$ cat src/sps_pkg.sv
/*
 * constants, state encoding and shared functions of the strobe position block.
 * assumes a single 40 mhz pclk domain and an apb slave with 32-bit data.
 */
package sps_pkg;
    // register indices; byte address is four times the index
    localparam logic [9:0] IDX_RANGE = 10'h041;
    localparam logic [9:0] IDX_CFG = 10'h042;
    localparam logic [9:0] IDX_CTRL = 10'h0d2;
    localparam logic [9:0] IDX_EQLIM = 10'h0d5;
    localparam logic [9:0] IDX_CLK_STAT = 10'h0d6;
    localparam logic [9:0] IDX_DATA_STAT = 10'h0d7;
    localparam logic [9:0] IDX_STROBE = 10'h020;

    // values after reset
    localparam logic [7:0] RANGE_SMALL_RST = 8'h7a;
    localparam logic [7:0] RANGE_LARGE_RST = 8'h0e;
    localparam logic [7:0] CFG_RST = 8'h70;
    localparam logic [7:0] CTRL_RST = 8'h04;
    localparam logic [7:0] EQLIM_RST = 8'h2f;
    localparam logic [7:0] STROBE_RST = 8'h00;

    // field positions
    localparam int CFG_MANUAL_BIT = 0;
    localparam int CFG_INNER_BIT = 1;
    localparam int CFG_PAR_BIT = 4;
    localparam int CFG_ENC_BIT = 5;
    localparam int CFG_CLKERR_BIT = 6;
    localparam int CTRL_EQMIN_BIT = 2;
    localparam int CTRL_RESTART_BIT = 3;
    localparam int STB_BASE_HI_BIT = 7;
    localparam int STB_BASE_LO_BIT = 3;

    // strobe geometry
    localparam logic [3:0] NOMINAL_POS = 4'h7;
    localparam logic [3:0] LAST_POS = 4'he;
    localparam logic [3:0] BASE_BUFFERS = 4'h6;

    // dwell per candidate setting
    localparam int CLK_MHZ = 40;
    localparam int DWELL_US = 100;
    localparam logic [11:0] DWELL_CYCLES = 12'(DWELL_US * CLK_MHZ);
    // cycles at the start of a dwell whose link state still belongs to the previous candidate
    localparam logic [11:0] GUARD_CYCLES = 12'h010;

    typedef enum logic [1:0] {
        SPS_START = 2'b00,
        SPS_SETTLE = 2'b01,
        SPS_EVAL = 2'b10,
        SPS_HOLD = 2'b11
    } sps_state_e;

    // buffers in a delay line: setting plus base, base only once the line is in use
    function automatic logic [3:0] sps_taps(input logic [2:0] dly, input logic base_zero);
        sps_taps = (dly == 3'h0 || base_zero) ? {1'b0, dly} : {1'b0, dly} + BASE_BUFFERS;
    endfunction
endpackage

$ cat src/sps_pos_map.sv
/*
 * translation of a strobe position, or of a manual strobe setting, into
 * clock and data delay settings and delay line buffer counts.
 * purely combinational; the caller registers the results.
 */
module sps_pos_map (
    input wire logic manual,
    input wire logic [3:0] pos,
    input wire logic [7:0] strobe,
    output logic [2:0] clk_dly,
    output logic [2:0] data_dly,
    output logic [3:0] clk_taps,
    output logic [3:0] data_taps
);
    import sps_pkg::*;

    logic base_zero;

    assign base_zero = strobe[STB_BASE_HI_BIT] & strobe[STB_BASE_LO_BIT];

    always_comb begin
        clk_dly = 3'h0;
        data_dly = 3'h0;
        if (manual) begin
            clk_dly = strobe[2:0];
            data_dly = strobe[6:4];
        end else if (pos < NOMINAL_POS) begin
            clk_dly = 3'(NOMINAL_POS - pos);
        end else if (pos <= LAST_POS) begin
            data_dly = 3'(pos - NOMINAL_POS);
        end
    end

    // extra base buffers push every off-nominal position further out unless strobe bits 7 and 3 are both set
    assign clk_taps = sps_taps(clk_dly, base_zero);
    assign data_taps = sps_taps(data_dly, base_zero);
endmodule

$ cat src/sps_top.sv
/*
 * strobe position adaptation: apb register file, adaptive search of strobe
 * position and equalizer level, manual override and applied delay status.
 * assumes link_locked and the error strobes come from pclk-domain logic.
 */
// Behaviour
// - fifteen strobe positions: seven late, seven early, one nominal.
// - late sampling delays the clock by setting 0 to 7.
// - early sampling delays the data by setting 0 to 7.
// - positions 0-6 clock 7..1, 7 none, 8-14 data 1..7.
// - base delay six buffers, zero when strobe bits 7 and 3 set.
// - six-buffer base widens spacing around nominal position 7.
// - applied clock delay readable in bits 2:0 at 0xd6.
// - applied data delay readable in bits 2:0 at 0xd7.
// - adaptive and manual modes; adaptive after reset.
// - manual mode holds written position until software writes again.
// - default order sweeps all equalizer levels before next strobe position.
// - search starts at minimum, increments to maximum, stops on pass.
// - default limits 7..10 small variant, 0..14 large variant.
// - pass needs lock and zero enabled errors; parity, encoder, clock on.
// - manual writes data delay 6:4, clock delay 2:0, applied.
// - writing restart bit 3 at 0xd2 restarts the search.
module sps_top #(
    parameter bit LARGE_VARIANT = 1'b0
) (
    input wire logic pclk,
    input wire logic presetn,
    input wire logic psel,
    input wire logic penable,
    input wire logic pwrite,
    input wire logic [11:0] paddr,
    input wire logic [31:0] pwdata,
    output logic [31:0] prdata_q,
    output logic pready_q,
    output logic pslverr_q,
    input wire logic link_locked,
    input wire logic parity_err,
    input wire logic encoder_err,
    input wire logic clock_err,
    output logic [2:0] clk_delay_q,
    output logic [2:0] data_delay_q,
    output logic [3:0] clk_taps_q,
    output logic [3:0] data_taps_q,
    output logic [3:0] eq_level_q,
    output logic search_done_q
);
    import sps_pkg::*;

    localparam logic [7:0] RANGE_RST = LARGE_VARIANT ? RANGE_LARGE_RST : RANGE_SMALL_RST;

    logic [7:0] range_q;
    logic [7:0] cfg_q;
    logic [7:0] ctrl_q;
    logic [7:0] eqlim_q;
    logic [7:0] strobe_q;
    logic restart_q;
    sps_state_e st_q;
    logic [3:0] pos_q;
    logic [3:0] eq_q;
    logic [11:0] dwell_q;
    logic fail_q;
    logic setup;
    logic access;
    logic wr;
    logic [9:0] widx;
    logic [7:0] rd_data;
    logic rd_hit;
    logic manual;
    logic inner;
    logic [3:0] pos_lo;
    logic [3:0] pos_hi;
    logic [3:0] eq_lo;
    logic [3:0] eq_hi;
    logic err_now;
    logic [3:0] next_pos;
    logic [3:0] next_eq;
    logic [2:0] map_clk;
    logic [2:0] map_data;
    logic [3:0] map_clk_taps;
    logic [3:0] map_data_taps;

    assign setup = psel & ~penable;
    assign access = psel & penable & pready_q;
    assign wr = access & pwrite;
    assign widx = paddr[11:2];

    assign manual = cfg_q[CFG_MANUAL_BIT];
    assign inner = cfg_q[CFG_INNER_BIT];
    assign pos_lo = range_q[7:4];
    assign pos_hi = range_q[3:0];
    assign eq_lo = ctrl_q[CTRL_EQMIN_BIT] ? eqlim_q[7:4] : 4'h0;
    assign eq_hi = eqlim_q[3:0];

    assign err_now = ~link_locked | (cfg_q[CFG_PAR_BIT] & parity_err)
                   | (cfg_q[CFG_ENC_BIT] & encoder_err) | (cfg_q[CFG_CLKERR_BIT] & clock_err);

    always_comb begin
        rd_hit = 1'b1;
        unique case (widx)
            IDX_RANGE: rd_data = range_q;
            IDX_CFG: rd_data = cfg_q;
            IDX_CTRL: rd_data = ctrl_q;
            IDX_EQLIM: rd_data = eqlim_q;
            IDX_CLK_STAT: rd_data = {5'h00, clk_delay_q};
            IDX_DATA_STAT: rd_data = {5'h00, data_delay_q};
            IDX_STROBE: rd_data = strobe_q;
            default: begin
                rd_data = 8'h00;
                rd_hit = 1'b0;
            end
        endcase
    end

    // data is captured in the setup cycle so pready can rise with penable
    always_ff @(posedge pclk or negedge presetn) begin
        if (!presetn) begin
            pready_q <= 1'b0;
            pslverr_q <= 1'b0;
            prdata_q <= 32'h0000_0000;
        end else begin
            pready_q <= setup;
            pslverr_q <= setup & ~rd_hit;
            if (setup) begin
                prdata_q <= pwrite ? 32'h0000_0000 : {24'h00_0000, rd_data};
            end
        end
    end

    always_ff @(posedge pclk or negedge presetn) begin
        if (!presetn) begin
            range_q <= RANGE_RST;
            cfg_q <= CFG_RST;
            ctrl_q <= CTRL_RST;
            eqlim_q <= EQLIM_RST;
            strobe_q <= STROBE_RST;
        end else if (wr) begin
            unique case (widx)
                IDX_RANGE: range_q <= pwdata[7:0];
                IDX_CFG: cfg_q <= pwdata[7:0];
                IDX_CTRL: ctrl_q <= {5'h00, pwdata[CTRL_EQMIN_BIT], 2'h0};
                IDX_EQLIM: eqlim_q <= pwdata[7:0];
                IDX_STROBE: strobe_q <= pwdata[7:0];
                default: ;
            endcase
        end
    end

    // restart bit reads back as zero; it only makes a one-cycle pulse
    always_ff @(posedge pclk or negedge presetn) begin
        if (!presetn) begin
            restart_q <= 1'b0;
        end else begin
            restart_q <= wr && widx == IDX_CTRL && pwdata[CTRL_RESTART_BIT];
        end
    end

    always_comb begin
        next_pos = pos_q;
        next_eq = eq_q;
        if (inner) begin
            if (pos_q >= pos_hi) begin
                next_pos = pos_lo;
                next_eq = (eq_q >= eq_hi) ? eq_lo : eq_q + 4'h1;
            end else begin
                next_pos = pos_q + 4'h1;
            end
        end else begin
            if (eq_q >= eq_hi) begin
                next_eq = eq_lo;
                next_pos = (pos_q >= pos_hi) ? pos_lo : pos_q + 4'h1;
            end else begin
                next_eq = eq_q + 4'h1;
            end
        end
    end

    // manual mode parks the search in start so leaving it restarts cleanly
    always_ff @(posedge pclk or negedge presetn) begin
        if (!presetn) begin
            st_q <= SPS_START;
            pos_q <= 4'h0;
            eq_q <= 4'h0;
            dwell_q <= 12'h000;
            fail_q <= 1'b0;
            search_done_q <= 1'b0;
        end else if (manual || restart_q) begin
            st_q <= SPS_START;
            search_done_q <= 1'b0;
        end else begin
            unique case (st_q)
                SPS_START: begin
                    pos_q <= pos_lo;
                    eq_q <= eq_lo;
                    dwell_q <= DWELL_CYCLES;
                    fail_q <= 1'b0;
                    st_q <= SPS_SETTLE;
                end
                SPS_SETTLE: begin
                    // delays and far-end lock lag the step by a few edges; judging them would fail every candidate
                    if (dwell_q < DWELL_CYCLES - GUARD_CYCLES) begin
                        fail_q <= fail_q | err_now;
                    end
                    if (dwell_q <= 12'h001) begin
                        st_q <= SPS_EVAL;
                    end else begin
                        dwell_q <= dwell_q - 12'h001;
                    end
                end
                SPS_EVAL: begin
                    if (!fail_q) begin
                        st_q <= SPS_HOLD;
                        search_done_q <= 1'b1;
                    end else begin
                        pos_q <= next_pos;
                        eq_q <= next_eq;
                        dwell_q <= DWELL_CYCLES;
                        fail_q <= 1'b0;
                        st_q <= SPS_SETTLE;
                    end
                end
                SPS_HOLD: begin
                    // a lost lock means the chosen setting no longer holds
                    if (!link_locked) begin
                        st_q <= SPS_START;
                        search_done_q <= 1'b0;
                    end
                end
            endcase
        end
    end

    sps_pos_map u_map (
        .manual(manual),
        .pos(pos_q),
        .strobe(strobe_q),
        .clk_dly(map_clk),
        .data_dly(map_data),
        .clk_taps(map_clk_taps),
        .data_taps(map_data_taps)
    );

    always_ff @(posedge pclk or negedge presetn) begin
        if (!presetn) begin
            clk_delay_q <= 3'h0;
            data_delay_q <= 3'h0;
            clk_taps_q <= 4'h0;
            data_taps_q <= 4'h0;
            eq_level_q <= 4'h0;
        end else begin
            clk_delay_q <= map_clk;
            data_delay_q <= map_data;
            clk_taps_q <= map_clk_taps;
            data_taps_q <= map_data_taps;
            eq_level_q <= eq_q;
        end
    end

    logic wr_strobe;
    assign wr_strobe = wr && widx == IDX_STROBE;

    a_map_late: assert property (@(posedge pclk) disable iff (!presetn)
        !manual && pos_q < NOMINAL_POS |=> clk_delay_q == 3'(NOMINAL_POS - $past(pos_q)) && data_delay_q == 3'h0)
        else $error("late position mapped wrongly");

    a_map_early: assert property (@(posedge pclk) disable iff (!presetn)
        !manual && pos_q > NOMINAL_POS && pos_q <= LAST_POS
        |=> data_delay_q == 3'($past(pos_q) - NOMINAL_POS) && clk_delay_q == 3'h0)
        else $error("early position mapped wrongly");

    a_base_widen: assert property (@(posedge pclk) disable iff (!presetn)
        !(strobe_q[STB_BASE_HI_BIT] & strobe_q[STB_BASE_LO_BIT]) && map_clk != 3'h0
        |=> clk_taps_q == {1'b0, clk_delay_q} + 4'h6)
        else $error("six buffer base not added");

    a_status_clk: assert property (@(posedge pclk) disable iff (!presetn)
        access && !pwrite && widx == IDX_CLK_STAT |-> prdata_q == {29'h0, $past(clk_delay_q)})
        else $error("clock delay status mismatch");

    a_status_data: assert property (@(posedge pclk) disable iff (!presetn)
        access && !pwrite && widx == IDX_DATA_STAT |-> prdata_q == {29'h0, $past(data_delay_q)})
        else $error("data delay status mismatch");

    a_manual_hold: assert property (@(posedge pclk) disable iff (!presetn)
        manual && $past(manual) && $stable(strobe_q) |=> $stable(clk_delay_q) && $stable(data_delay_q))
        else $error("manual delay changed without write");

    a_manual_apply: assert property (@(posedge pclk) disable iff (!presetn)
        wr_strobe && cfg_q[CFG_MANUAL_BIT] |=> ##1 clk_delay_q == $past(pwdata[2:0], 2))
        else $error("manual clock delay not applied");

    a_outer_step: assert property (@(posedge pclk) disable iff (!presetn)
        st_q == SPS_EVAL && fail_q && !inner && eq_q < eq_hi && !manual && !restart_q
        |=> pos_q == $past(pos_q) && eq_q == $past(eq_q) + 4'h1)
        else $error("outer loop did not step equalizer");

    a_search_start: assert property (@(posedge pclk) disable iff (!presetn)
        st_q == SPS_START && !manual && !restart_q |=> pos_q == $past(pos_lo) && st_q == SPS_SETTLE)
        else $error("search did not start at minimum");

    a_hold_stable: assert property (@(posedge pclk) disable iff (!presetn)
        st_q == SPS_HOLD && $past(st_q) == SPS_HOLD |-> $stable(pos_q) && $stable(eq_q))
        else $error("position moved after pass");

    a_pass_clean: assert property (@(posedge pclk) disable iff (!presetn)
        st_q == SPS_HOLD && $past(st_q) == SPS_EVAL |-> !$past(fail_q))
        else $error("failing setting accepted");

    a_wrap_search: assert property (@(posedge pclk) disable iff (!presetn)
        st_q == SPS_EVAL && fail_q && !inner && eq_q >= eq_hi && pos_q >= pos_hi && !manual && !restart_q
        |=> pos_q == $past(pos_lo) && eq_q == $past(eq_lo))
        else $error("exhausted search did not wrap");

    a_restart_go: assert property (@(posedge pclk) disable iff (!presetn)
        restart_q |=> st_q == SPS_START ##1 (manual || st_q == SPS_SETTLE))
        else $error("restart ignored");

    a_base_zero: assert property (@(posedge pclk) disable iff (!presetn)
        strobe_q[STB_BASE_HI_BIT] && strobe_q[STB_BASE_LO_BIT]
        |=> clk_taps_q == {1'b0, clk_delay_q} && data_taps_q == {1'b0, data_delay_q})
        else $error("zero buffer base not applied");

    a_manual_data: assert property (@(posedge pclk) disable iff (!presetn)
        wr_strobe && manual |=> ##1 data_delay_q == $past(pwdata[6:4], 2))
        else $error("manual data delay not applied");

    a_settle_guard: assert property (@(posedge pclk) disable iff (!presetn)
        st_q == SPS_SETTLE && dwell_q < DWELL_CYCLES - GUARD_CYCLES && err_now && !manual && !restart_q
        |=> fail_q)
        else $error("error during dwell not recorded");

    a_lock_drop: assert property (@(posedge pclk) disable iff (!presetn)
        st_q == SPS_HOLD && !link_locked && !manual && !restart_q |=> st_q == SPS_START && !search_done_q)
        else $error("lost lock did not restart search");

    a_inner_step: assert property (@(posedge pclk) disable iff (!presetn)
        st_q == SPS_EVAL && fail_q && inner && pos_q < pos_hi && !manual && !restart_q
        |=> pos_q == $past(pos_q) + 4'h1 && eq_q == $past(eq_q))
        else $error("inner loop did not step strobe position");

    c_pass: cover property (@(posedge pclk) disable iff (!presetn) st_q == SPS_EVAL ##1 st_q == SPS_HOLD);
    c_wrap: cover property (@(posedge pclk) disable iff (!presetn)
        st_q == SPS_EVAL && fail_q && pos_q >= pos_hi && eq_q >= eq_hi);
    c_manual: cover property (@(posedge pclk) disable iff (!presetn) wr_strobe && manual);
    c_inner: cover property (@(posedge pclk) disable iff (!presetn) st_q == SPS_EVAL && fail_q && inner);
endmodule

$ cat config.mk
export PLATFORM = sky130hd
export DESIGN_NAME = sps_top
export DESIGN_NICKNAME = d
export VERILOG_FILES = /design/src/sps_pkg.sv /design/src/sps_pos_map.sv /design/src/sps_top.sv
export SDC_FILE = /design/constraint.sdc
export NUM_CORES = 1
export LEC_CHECK = 0
export ABC_AREA = 1
export BUFFER_PORTS_ARGS = -buffer_cell sky130_fd_sc_hd__buf_2
export CAP_MARGIN = 30
export CELL_PAD_IN_SITES_DETAIL_PLACEMENT = 1
export CELL_PAD_IN_SITES_GLOBAL_PLACEMENT = 2
export CORE_ASPECT_RATIO = 1.1
export CORE_MARGIN = 2
export CORE_UTILIZATION = 34
export DETAILED_ROUTE_END_ITERATION = 8
export PLACE_DENSITY_LB_ADDON = 0.1
export RECOVER_POWER = 25
export SETUP_SLACK_MARGIN = 0.3
export SLEW_MARGIN = 20
export SYNTH_ARGS = -nofsm -noshare
export SYNTH_HDL_FRONTEND = slang
export SYNTH_SLANG_ARGS = --single-unit
$ cat constraint.sdc
create_clock -name pclk -period 3.3 [get_ports pclk]
set_clock_uncertainty 0.2 [all_clocks]
set_input_delay 0.33 -clock pclk [delete_from_list [all_inputs] [get_ports pclk]]
set_output_delay 0.33 -clock pclk [all_outputs]
set_load 0.02 [all_outputs]
# Yosys cells after proc, flatten, opt, wreduce, memory -nomap -nowiden
# Index checks and enable logic that the tools add are counted.
classes:
  n_eq_ne: 18
  n_reduce_logical: 25
  mux: 35
  bitwise_logic: 17
  magnitude_cmp: 6
  addsub: 7
ops:
  columns: ["op", "count"]
  rows:
  - ["$pmux W8 S7", 1]
  - ["$mux W4", 11]
  - ["$eq A10 B8 Y1 const B", 4]
  - ["$pmux W12 S3", 1]
  - ["$mux W12", 2]
  - ["$eq A10 B7 Y1 const B", 2]
  - ["$pmux W4 S2", 2]
  - ["$mux W3", 5]
  - ["$ne A3 B3 Y1 const B", 5]
  - ["$le A12 B1 Y1 const B", 1]
  - ["$lt A12 B12 Y1 const B", 1]
  - ["$reduce_and A2 Y1", 6]
  - ["$reduce_and A4 Y1", 3]
  - ["$sub A12 B1 Y12 const B", 1]
  - ["$eq A10 B6 Y1 const B", 1]
  - ["$and A1 B1 Y1", 9]
  - ["$add A3 B3 Y4 const B", 2]
  - ["$add A4 B1 Y4 const B", 2]
  - ["$ge A4 B4 Y1", 2]
  - ["$mux W2", 4]
  - ["$mux W8", 1]
  - ["$pmux W2 S4", 1]
  - ["$reduce_or A7 Y1", 1]
  - ["$logic_not A3 Y1", 2]
  - ["other kinds (18)", 38]
word_totals:
  out_inout_bits: 53
  elab_cells: 128
  ff_bits: 110

# Logic depth before layout (Yosys ltp)
logic_depth:
  ltp_word: 7
  ltp_mapped: 13

# By module
# From an unflattened synthesis, not the netlist that was laid out.
hier_totals:
  hier_cells: 628
  area_unflattened_um2: 4976.0
modules_own_cells:
  columns: ["mod", "area_per_inst_um2", "n_inst", "seq_area_each_um2", "cells_per_inst"]
  rows:
  - ["sps_top", 4654.5, 1, 2169.6, 565]
  - ["sps_pos_map", 321.6, 1, 0.0, 63]

# Worst setup path after synthesis
# No wires, ideal clock.
synth_timing:
  kind: "reg-to-reg"
  startpoint: "reg range_q[3]"
  endpoint: "reg eq_q[1]"
  t_arrival_ps: 1496
  required_time_ps: 2965
  period_less_slack_ps: 1832
  path_stages_with_launch: 9
  path_buffers: 0
  setup_slack_ps: 1468
  setup_time_ps: 135
  path_cell_list: "dfstp_2 > inv_1 > ha_1 > nand2_1 > inv_1 > nand3_1 > nand4_1 > o21ai_1 > o21ai_0"
synth_between:
  elab_chain_len: 3
synth_lines:
  columns: ["element", "line", "text"]
  rows:
  - ["from (decl)", "sps_top.sv:51", "logic [7:0] range_q;"]
  - ["from (signal assigned)", "sps_top.sv:138", "IDX_RANGE: range_q <= pwdata[7:0];"]
  - ["$ge A4 B4 Y1", "sps_top.sv:161", "if (pos_q >= pos_hi) begin"]
  - ["$ne A3 B3 Y1 (no line)", null, null]
  - ["$reduce_and A4 Y1 (no line)", null, null]
  - ["to (signal assigned)", "sps_top.sv:193", "eq_q <= eq_lo;"]
  - ["to (signal assigned)", "sps_top.sv:215", "eq_q <= next_eq;"]
  - ["to (decl)", "sps_top.sv:59", "logic [3:0] eq_q;"]
# No other way between the ends.
# A chain may end at the register's enable or synchronous reset.

# Worst setup path in the final report
layout_timing:
  startpoint: "reg cfg_q[0]"
  endpoint: "reg dwell_q[1]"
layout_between:
  elab_chain_len: 3
layout_lines:
  columns: ["element", "line", "text"]
  rows:
  - ["from (decl)", "sps_top.sv:52", "logic [7:0] cfg_q;"]
  - ["from (signal assigned)", "sps_top.sv:139", "IDX_CFG: cfg_q <= pwdata[7:0];"]
  - ["$logic_or A1 B1 Y1", "sps_top.sv:186", "end else if (manual || restart_q) begin"]
  - ["$not A1 Y1 (no line)", null, null]
  - ["$reduce_and A4 Y1 (no line)", null, null]
  - ["to (signal assigned)", "sps_top.sv:206", "dwell_q <= dwell_q - 12'h001;"]
  - ["to (decl)", "sps_top.sv:60", "logic [11:0] dwell_q;"]
# No other way between the ends.

==> summary.md <==
| Metric | Value |
|---|---|
| Num CTS Buffers | 9 |
| Wire per inst | roughly 15 um |
| Crit path arrival time | between 2000 and 2500 ps |
| Flops & latches, synth | between 80 and 90 |
| Post-layout min period | around 2200 ps |
| Critical-path maximum fanout | 14 |
| Clock Pin Slew Worst Setup and Hold Paths | ~60 ps |
| Core Area | about 14000 sq um |
| Post-Synth Simple-Gate Area | 0.313 |
| Fmax | 456 MHz |
| Hold_sp | psel |
| Share of cells above drive strength 1 | 0.194 |
| Vias | between 4000 and 5000 |
| Largest net degree at the start of global routing | 57 |
| Most frequent cells in the layout | nand2_1 (184), inv_1 (72), dfrtp_1 (70) |
| Die area | around 16000 sq um |
| Leak pwr | between 0.002 and 0.003 uW |
| Worst Setup Start Kind | flip-flop |
| H-tree level count | 3 |
| Ys flop type | dfrtp_1 |
| Asr flop ratio synth | 1.00 |
| Power per cell area | between 500 and 600 nW/um^2 |
| Worst EP required | ~3300 ps |
| Crit end category | flip-flop |
| Layout Area Growth over Synthesis | 13.9% |
| Antenna violations before repair | 0 |
| Drt first-iter violations | ~140 |
| Crit Path Class | reg -> reg |
| Fill cells | between 1500 and 2000 |
| Final Hold Viols | 0 |
| Final ANT Viol Nets | 0 |
| GP Congestion | about 0.75 |
| RSZ-0062 raised after global routing | no |
| Compound-Gate Fraction of Synth Area | 0.0892 |
| Tightest Pin Transition | between 1000 and 1500 ps |
| Routed Wire Length | approximately 13 mm |
| Xor/xnor share of the synthesized area | 0.0261 |
| Post-synthesis cell count | about 630 |
| Mean Syn Cell Area | 8.04 sq um |
| CTS root buf | clkbuf_16 |
| CP max stage cell | dfrtp_1 |
| Final WS setup | between 1000 and 1500 ps |
| Post-CTS resize count | 0 |
| Die extent in x | around 120 um |
| Max-slew headroom | 0.0539 |
| Vias in the first global route | 4314 |
| Cell row count | 46 |
| Post-synthesis sequential area ratio | 0.421 |
| CTS Sinks | 84 |
| Setup bufs post-CTS | 0 |
| Synthesized-area fraction occupied by adder cells | 0.0373 |
| Maxcap violations | 0 |
| Vias per inst | ~4.7 |
| Detailed placement HPWL | 10.3 mm |
| DR pass1 iterations | 4 |
| Worst Setup SP | cfg_q[0] |
| Total track usage | 0.179 |
| Die Y | 132 um |
| Post-layout util | 0.397 |
| Final Setup Violations | 0 |
| NumNets Final | between 700 and 800 |
| Setup TNS | 0 ps |
| CP Cell Sequence | nor2_2, nand3_1, a31oi_4, inv_2, nand2_1, o21ai_0 |
| Total gr overflow | 0 |
| Peak VDD IR | roughly 0.28 mV |
| Synth cell types | 37 |
| Hold_buf cts | 2 |
| # DRC | 0 |
| IO Pins | approximately 110 |
| Largest family of logic cells by synthesized area | simple AND/OR/NAND/NOR gates |
| N_diodes | 0 |
| Multi-input gate area | between 2000 and 2500 sq um |
| Initial Utilization | 0.349 |
| Clk buf depth | 2 |
| Crit path buffers/inverters | 1 |
| Min-delay worst type | in -> reg |
| EDFF count, synth | 0 |
| Setup WS pre-CTS | 1080 ps |
| Status | finished clean |
| Mux cell area share after synthesis | 0 |
| Delay-heaviest family, CP | simple AND/OR/NAND/NOR gates |
| Reg-to-Reg Start | cfg_q[0] |
| CP max stage delay | between 500 and 600 ps |
| Area occupied by registers | 2120 sq um |
| CTS tree | yes |
| Clk Latency, worst-skew pair | between 300 and 400 ps |
| Yosys warning count | 0 |
| Slew Limit Fails | 0 |
| First-pass GRT wire length | 22.3 mm |
| Period Utilization, post-route | 0.665 |
| Commonest non-fill, non-tap cell in the layout | nand2_1 |
| Synth Cell Area | ~5000 sq um |
| Port buffer count | 55 |
==> synth_stat cells (3+ instances only) <==
library cell  instances  area share
nor2_4                9       0.020
nor3_1                3      0.0030
nand2_4               5       0.011
buf_6                 7       0.016
nor2_1               48       0.036
inv_1                72       0.054
nand3_2               5      0.0099
nand4_1              10       0.012
nand2_1             184        0.14
a21oi_1               3      0.0030
o21ai_1              11       0.011
dfstp_2              14       0.073
nand3_1              56       0.056
nand3b_1              3      0.0045
buf_4                26       0.039
nor2_2                3      0.0037
dfrtp_1              70        0.35
o21ai_2              24       0.042
ha_1                 15       0.037
o21ai_0              22       0.022
nand2_2               3      0.0037
xor2_1               13       0.023
==> power by group <==
group	switching, uW	internal, uW
sequential	85.3	1110
clock	430	784
combinational	333	152
total	849	2040
==> state kept, by name (all words and copies together), names as in the netlist, 8 cells and up <==
signal,count
prdata_q,8
cfg_q,8
dwell_q,12
range_q,8
eqlim_q,8
strobe_q,8
==> kinds of logic after synthesis <==
logic type | Yosys count
flip-flops | 84
XOR/XNOR | 15
AO/OA/AOI/OAI | 66
buffers and inverters | 110
adder cells (fa/ha/maj) | 15
other | 1
AND/OR/NAND/NOR | 335
==> layout make-up <==
cell class	count	share of cell area
multi-input combinational	455	0.425
inverter	76	0.0502
timing repair buffer	59	0.0515
tap	192	0.0419
clock inverter	5	0.0185
sequential	84	0.369
clock buffer	11	0.0440
==> tightest hold or removal path, cell delays in order <==
cell    delay [ps]
buf_2          110
inv_1           50
nor2_1          60
==> per-stage QoR <==
step	power [uW]	instance area, sq um	cells	hold slack [ps]
3_3_place_gp	1690	5380	864	238
4_1_cts	2930	5760	882	36.7
3_5_place_dp	1700	5380	864	229
5_1_grt	3050	5740	882	56.1
6_report	2890	5740	882	46.9
2_1_floorplan	1560	5120	649	-166
==> metal layers <==
metal	track usage	up-vias	routed length, um
li1	-	2056	-
met1	0.232	2018	6180
met2	0.305	65	6620
met3	0.0247	12	368
met4	0.0614	0	195
met5	0	-	0
==> worst paths after layout <==
| check | endpoint | slack [ps] | depth (start not counted) |
|---|---|---|---|
| worst max-delay path | dwell_q[1] | 1110 | 6 |
| worst min-delay path | pready_q | 50 | 3 |
| worst max register to register | dwell_q[1] | 1110 | 6 |
| worst min register to register | eq_level_q[3] | 270 | 0 |
| max in group asynchronous | eq_level_q[2] | 1290 | 3 |
| min in group asynchronous | prdata_q[0] | 650 | 2 |
Note: power is estimated with default switching activity, not from simulation.
